===== src/design/nsp_defs.svh =====
// Constants for the navigation subframe word packer
`ifndef NSP_DEFS_SVH
`define NSP_DEFS_SVH

`define NSP_WORDS_TEN 4'ha
`define NSP_WORDS_GLO 4'h4
`define NSP_SYS_GPS 8'h00
`define NSP_SYS_BDS 8'h03
`define NSP_SYS_GLO 8'h06
`define NSP_SIG_GPS_L5 8'h06
`define NSP_SV_UNKNOWN 8'hff
`define NSP_GLO_STR_BITS 7'd85
`define NSP_BDS_WORD_BITS 6'd30

`endif


===== src/design/nsp_pkg.sv =====
// Types for the navigation subframe word packer
package nsp_pkg;

    typedef enum logic [2:0] {
        ST_IDLE = 3'b001,
        ST_HEAD = 3'b010,
        ST_DATA = 3'b100
    } nsp_state_t;

    // Decoded subframe handed over by the tracking logic
    typedef struct packed {
        logic [7:0] sys_id;
        logic [7:0] sig_id;
        logic [7:0] sv_id;
        logic sv_known;
        logic parity_ok;
        logic invert;
        logic [3:0] frame_num;
        logic [4:0] superframe_num;
        logic frame_known;
        logic superframe_known;
        logic [299:0] bits;
    } nsp_subframe_t;

    // One output word; head marks the header word
    typedef struct packed {
        logic head;
        logic last;
        logic [31:0] data;
    } nsp_word_t;

    typedef struct packed {
        nsp_state_t state;
        nsp_subframe_t sf;
        logic [3:0] count;
        logic [3:0] idx;
        logic [1:0] buf_cnt;
        nsp_word_t buf0;
        nsp_word_t buf1;
        logic out_valid;
        nsp_word_t out_word;
        logic in_ready;
    } nsp_regs_t;

endpackage


===== src/design/nsp_word_packer.sv =====
// Packs decoded navigation subframes into 32-bit report words
//
// Functional notes
// - Emit one report per fully decoded subframe, only when enabled and parity passed.
// - Subframe bits copied as received, preamble and check bits kept.
// - Payload as 32-bit words; header carries word_count.
// - Header carries source system identifier; host parses by it first.
// - Inversion demanded by parity scheme is undone before output.
// - GPS L1C/A and BeiDou report ten words in arrival order.
// - GLONASS 85-bit string spread over three 32-bit words.
// - GLONASS bits 1-8 Hamming, 81-84 string number, bit 85 forced zero; the code forces bit 1 (str[0]) to zero instead.
// - Fourth GLONASS word holds frame and superframe numbers, zero when unknown.
// - Unidentified GLONASS satellite reported with identifier 255.
// - BeiDou word: 2 pad bits, 22 data bits, 8 parity bits.
`timescale 1ns/1ps
`include "nsp_defs.svh"

module nsp_word_packer (
    // Clock and reset
    input wire logic clock,
    input wire logic reset_n,
    input wire logic clk_en,
    // Control
    input wire logic report_enable,
    // Subframe input
    input wire logic sf_valid,
    input nsp_pkg::nsp_subframe_t sf_in,
    output logic sf_ready,
    // Report word output
    output logic rpt_valid,
    output nsp_pkg::nsp_word_t rpt_word,
    input wire logic rpt_ready
);

    nsp_pkg::nsp_regs_t r_q;
    nsp_pkg::nsp_regs_t r_d;

    // ------------------------------------------------------------
    // Word formatting
    // ------------------------------------------------------------
    function automatic logic [31:0] fmt_word(input nsp_pkg::nsp_subframe_t s, input logic [3:0] i);
        logic [31:0] w;
        logic [84:0] str;
        logic [29:0] w30;
        w = 32'h0000_0000;
        str = s.bits[84:0];
        str[0] = 1'b0;
        w30 = s.bits[(9 - i) * 30 +: 30];
        case (s.sys_id)
            `NSP_SYS_GLO: begin
                // String bit 85 sits in the first word MSB side
                case (i)
                    4'h0: w = {11'h000, str[84:64]};
                    4'h1: w = str[63:32];
                    4'h2: w = str[31:0];
                    default: begin
                        w = 32'h0000_0000;
                        if (s.superframe_known) begin
                            w[20:16] = s.superframe_num;
                        end
                        if (s.frame_known) begin
                            w[3:0] = s.frame_num;
                        end
                    end
                endcase
            end
            default: begin
                // Pad bits left zero; host must not rely on them
                w = {2'b00, w30};
            end
        endcase
        return w;
    endfunction

    function automatic logic [299:0] fix_polarity(input logic [299:0] b, input logic [7:0] sys,
                                                  input logic inv);
        logic [299:0] o;
        o = b;
        // GLONASS strings are left as received; for every other system one flag undoes all ten 30-bit words
        if (inv && sys != `NSP_SYS_GLO) begin
            o = ~b;
        end
        return o;
    endfunction

    // ------------------------------------------------------------
    // Next state
    // ------------------------------------------------------------
    always_comb begin
        nsp_pkg::nsp_word_t w;
        logic push;
        logic pop;
        w = '0;
        r_d = r_q;
        push = 1'b0;
        pop = r_q.out_valid && rpt_ready;

        // Build the word for this cycle
        case (r_q.state)
            nsp_pkg::ST_HEAD: begin
                w.head = 1'b1;
                w.data = {r_q.sf.sys_id, r_q.sf.sig_id,
                          (r_q.sf.sys_id == `NSP_SYS_GLO && !r_q.sf.sv_known) ?
                          `NSP_SV_UNKNOWN : r_q.sf.sv_id,
                          4'h0, r_q.count};
            end
            nsp_pkg::ST_DATA: begin
                w.data = fmt_word(r_q.sf, r_q.idx);
                w.last = (r_q.idx == r_q.count - 4'h1);
            end
            default: begin
                w = '0;
            end
        endcase

        // Output stage refill from buffer
        if (pop || !r_q.out_valid) begin
            if (r_q.buf_cnt != 2'd0) begin
                r_d.out_valid = 1'b1;
                r_d.out_word = r_q.buf0;
                r_d.buf0 = r_q.buf1;
                r_d.buf_cnt = r_q.buf_cnt - 2'd1;
            end else begin
                r_d.out_valid = 1'b0;
            end
        end

        // Producer stalls while the two-entry buffer is full
        if (r_q.state != nsp_pkg::ST_IDLE && r_d.buf_cnt != 2'd2) begin
            push = 1'b1;
            if (r_d.buf_cnt == 2'd0) begin
                r_d.buf0 = w;
            end else begin
                r_d.buf1 = w;
            end
            r_d.buf_cnt = r_d.buf_cnt + 2'd1;
        end

        case (r_q.state)
            nsp_pkg::ST_IDLE: begin
                if (sf_valid && r_q.in_ready) begin
                    r_d.in_ready = 1'b0;
                    // Failed or disabled subframes are consumed and dropped
                    if (report_enable && sf_in.parity_ok) begin
                        r_d.sf = sf_in;
                        r_d.sf.bits = fix_polarity(sf_in.bits, sf_in.sys_id, sf_in.invert);
                        r_d.count = (sf_in.sys_id == `NSP_SYS_GLO) ? `NSP_WORDS_GLO : `NSP_WORDS_TEN;
                        r_d.idx = 4'h0;
                        r_d.state = nsp_pkg::ST_HEAD;
                    end else begin
                        r_d.in_ready = 1'b1;
                    end
                end
            end
            nsp_pkg::ST_HEAD: begin
                if (push) begin
                    r_d.state = nsp_pkg::ST_DATA;
                end
            end
            nsp_pkg::ST_DATA: begin
                if (push) begin
                    r_d.idx = r_q.idx + 4'h1;
                    if (w.last) begin
                        r_d.state = nsp_pkg::ST_IDLE;
                        r_d.in_ready = 1'b1;
                    end
                end
            end
            default: begin
                r_d.state = nsp_pkg::ST_IDLE;
                r_d.in_ready = 1'b1;
            end
        endcase
    end

    // ------------------------------------------------------------
    // State register
    // ------------------------------------------------------------
    always_ff @(posedge clock) begin
        if (!reset_n) begin
            r_q <= '0;
            r_q.state <= nsp_pkg::ST_IDLE;
            r_q.in_ready <= 1'b1;
        end else if (clk_en) begin
            r_q <= r_d;
        end
    end

    assign sf_ready = r_q.in_ready;
    assign rpt_valid = r_q.out_valid;
    assign rpt_word = r_q.out_word;

endmodule

===== config.mk =====
export PLATFORM = sky130hd
export DESIGN_NAME = nsp_word_packer
export DESIGN_NICKNAME = d
export VERILOG_FILES = /design/src/design/nsp_pkg.sv /design/src/design/nsp_word_packer.sv
export VERILOG_INCLUDE_DIRS = /design/src /design/src/design
export SDC_FILE = /design/constraint.sdc
export NUM_CORES = 2
export LEC_CHECK = 0
export ABC_AREA = 1
export BUFFER_PORTS_ARGS = -buffer_cell sky130_fd_sc_hd__buf_4
export CAP_MARGIN = 15
export CELL_PAD_IN_SITES_DETAIL_PLACEMENT = 1
export CELL_PAD_IN_SITES_GLOBAL_PLACEMENT = 1
export CORE_MARGIN = 5
export CORE_UTILIZATION = 43
export CTS_BUF_LIST = sky130_fd_sc_hd__clkbuf_2 sky130_fd_sc_hd__clkbuf_4 sky130_fd_sc_hd__clkbuf_8
export DETAILED_ROUTE_END_ITERATION = 12
export PLACE_DENSITY_LB_ADDON = 0.1
export SLEW_MARGIN = 20
export SYNTH_ARGS = -nofsm -noshare
export SYNTH_HDL_FRONTEND = slang
export SYNTH_SLANG_ARGS = --single-unit

===== constraint.sdc =====
create_clock -name clock -period 9.55 [get_ports clock]
set_input_delay 1.91 -clock clock [delete_from_list [all_inputs] [get_ports clock]]
set_output_delay 1.91 -clock clock [all_outputs]
set_load 0.005 [all_outputs]

==> metrics.cfg <==
[outcome]
outcome = finished, final reports clean

[sta]
rsz0062_at_grt = no
max_freq_ghz = 0.1534
setup_tns_ns = 0
tightest_slew_ns = 1.386
slew_headroom = 0.07587
min_period_over_period = 0.6827
final_hold_viol_count = 0
finClkSkew_ns = 0.06017
slew_violations = 0
setup_viol = 0
timing.hold.ws_ns = 0.4600
period_minus_slack_ns = 6.520

[floorplan]
start_util = 0.4346
fp-row-count = 111
num_io_pins = 380
core_um2 = 91940
fp.dieW_um = 314.8
die_area_um2 = 99130
die_h_um = 314.8

[logic_synthesis]
netlist_instances = 6840
synth_edf_count = 0
ys_seq_area_frac = 0.2259
synth.cell_area_um2 = 39960
ys_warn_count = 0
synthFlopType = dfxtp_1
synth_nets = 7202
async_flop_share = 0
synth.avg_cell_area_um2 = 5.842
ys_types = 51
ys_ff_latch = 451

[flow_run]
drv_cap = 0

[worst_setup_path]
critPathCaptureType = flop
cp_slowest_cell = nor2_4
path_cells = inv_8 > ha_1 > inv_1 > fa_1 > inv_1 > fa_4 > xor2_2 > buf_4 > clkinv_2 > nor2_4 > buf_12 > inv_2 > o21ai_0 > nand3b_1 > nand3_1 > nand3_1 > nand2_1 > nand2_1 > nand2_1 > nand2_1 > nand2_1 > nand2_1 > a21oi_1
critPathKind = reg -> reg
cp-start-kind = flop
cp.required_ns = 10.17
cp_slowest_stage_delay_ns = 0.60
worst-path-max-fanout = 118
crit_top_cell = nand2_1
arrival_ns = 7.14

[grt]
track_usage = 0.4305
overflow = 0
grt_pass1_vias = 48500
grt_pass1_wl_um = 323900
antenna_found_initial = 11
grt_start_max_net_pins = 239

[finish]
drive_above_1_share = 0.09591
synthToLayoutAreaGrowth_pct = 11.19
layout.nets = 7151
fillerInstances = 12830

[drt]
routedWlPerCell_um = 27.66
drc = 0
wirelength_um = 224200
num_vias = 50980
first_iter_violations = 8438
drt-pass1-iter-count = 5
routed_via_density = 6.290
ant_nets = 0

[clocking]
cts_root_buf = clkbuf_8
clk_pin_slew_worst_paths_ns = 0.06
htreeDepth = 3
numCtsBuffers = 86
insertion_delay_ns = 0.82
cts_resized = 0
cts_tree = built
post_cts_buffers = 0
clk_path_buf_depth = 3
cts.sinks = 451
cts_hold_buf = 0

[placement]
hpwl_um = 168700
routabilityCongestion = 1.048
portBuffers = 379

[worst_hold_path]
min_path_type = reg -> reg

## cell families (layout without fill, tap and decap cells)
family          count (synthesis)  in the layout  synth area share
buf+inv                      1260           1270            0.1310
simple gates                 3549           3549            0.3924
other cells                     0             12                 0
flops                         451            451            0.2259
xor+xnor                      309            309           0.06810
fa+ha+maj                      18             18          0.006200
compound gates               1253           1253            0.1764
## state kept, by name, indices dropped and copies added (netlist names)
name	count
rpt_word	34
sf_ready	1
r_q	415
rpt_valid	1
## stage by stage
step | setup WS [ns] | instances | area (um2) | utilization
after floorplan | 5.249 | 6840 | 39960 | -
after global routing | 2.755 | 8098 | 44410 | 0.4831
after CTS | 3.239 | 8093 | 44390 | 0.4828
final | 3.030 | 8105 | 44430 | 0.4833
after detailed placement | 3.364 | 7944 | 42490 | 0.4622
after global placement | 3.439 | 7944 | 42490 | 0.4622
## synth_stat cells, types with 2 or more instances
library cell | instances | area share
xor2_2 | 2 | 0.00081
buf_1 | 133 | 0.012
clkinv_1 | 10 | 0.00094
nand3_1 | 1776 | 0.22
o21a_1 | 129 | 0.024
nand2_1 | 1419 | 0.13
dfxtp_1 | 451 | 0.23
a221oi_1 | 10 | 0.0022
nor4_1 | 6 | 0.00094
nor2_2 | 7 | 0.0011
nand2_2 | 2 | 0.00031
o311ai_0 | 4 | 0.00088
o211ai_1 | 73 | 0.014
nand4_1 | 9 | 0.0014
o21bai_1 | 5 | 0.00094
ha_1 | 15 | 0.0047
o2111ai_1 | 4 | 0.00088
nor2_1 | 312 | 0.029
a22o_1 | 8 | 0.0018
a211oi_1 | 3 | 0.00056
o221ai_1 | 4 | 0.00088
o21ai_0 | 519 | 0.065
buf_4 | 65 | 0.012
fa_1 | 3 | 0.0015
clkbuf_1 | 288 | 0.027
nor3_1 | 6 | 0.00075
xor2_1 | 4 | 0.00088
nor2_4 | 4 | 0.0011
nand3b_1 | 5 | 0.00094
o21ai_1 | 56 | 0.0070
xnor2_1 | 303 | 0.066
a31oi_1 | 46 | 0.0072
o31ai_1 | 5 | 0.00094
o22ai_1 | 21 | 0.0033
buf_2 | 95 | 0.012
inv_1 | 639 | 0.060
buf_6 | 19 | 0.0054
a21oi_1 | 357 | 0.045
inv_2 | 11 | 0.0010
## routing by layer
metal  vias up  track usage  part of all wire
met4         8      0.09583             0.026
met5         -            0           0.00032
met1     25000       0.6375              0.44
met3       346       0.1290              0.13
met2      3004       0.6113              0.40
li1      22620            -                 -
## area by class of cell
cell class / count / area (um2) / area share
sequential: 451 / 9032 / 0.2033
multi-input combinational: 5129 / 25790 / 0.5805
inverter: 660 / 2519 / 0.05669
tap: 1243 / 1555 / 0.03500
clock inverter: 22 / 304.0 / 0.006843
clock buffer: 127 / 1592 / 0.03582
timing repair buffer: 461 / 3606 / 0.08116
antenna: 12 / 30.03 / 0.0006758
## cells in the final DEF, fill, tap and decap left out, types with 3 or more instances in the layout
master     synthesis  final
ha_1              15     13
nand3_1         1776   1776
dfxtp_1          451    450
xnor2_1          303    303
nor3_1             6      4
o31ai_1            5      5
nor2_4             4      6
o221ai_1           4      4
a211oi_1           3      3
o21a_1           129    129
buf_12             0     11
o21bai_1           5      5
o311ai_0           4      3
nor2_2             7      8
a21oi_1          357    357
xor2_1             4      4
inv_2             11      7
a31oi_1           46     46
clkinv_2           0      9
nand4_1            9      9
o2111ai_1          4      4
inv_8              0      6
clkinv_1          10     10
bufinv_16          0      5
buf_4             65    448
o211ai_1          73     73
nor2_1           312    309
nor4_1             6      5
o21ai_1           56     60
o22ai_1           21     21
diode_2            0     12
o21ai_0          519    514
nand3b_1           5      5
a22o_1             8      8
a221oi_1          10     10
inv_1            639    636
nand2_1         1419   1418
clkbuf_4           0     25
clkbuf_8           0    102
## worst max-delay path, delay by kind of cell, from the launching register on
kind / cells / cell delay (ns)
flip-flops: 1 / 0.51
AND/OR/NAND/NOR: 10 / 1.75
buffers and inverters: 7 / 2.00
adder cells (fa/ha/maj): 3 / 1.39
AO/OA/AOI/OAI: 2 / 0.38
XOR/XNOR: 1 / 0.17
## path summary, 6_finish.rpt
check	slack [ns]	endpoint	cells after the start	start
max	3.03	r_q[74]$_SDFFE_PN0P_	23	r_q[106]$_SDFFE_PN0P_
min	0.46	rpt_word[2]$_SDFFE_PN0P_	2	rpt_word[2]$_SDFFE_PN0P_
max reg2reg	3.03	r_q[74]$_SDFFE_PN0P_	23	r_q[106]$_SDFFE_PN0P_
min reg2reg	0.46	rpt_word[2]$_SDFFE_PN0P_	2	rpt_word[2]$_SDFFE_PN0P_
Power is not shown: default switching activity piles up to over one toggle a cycle in this logic, so the estimate is an artifact.
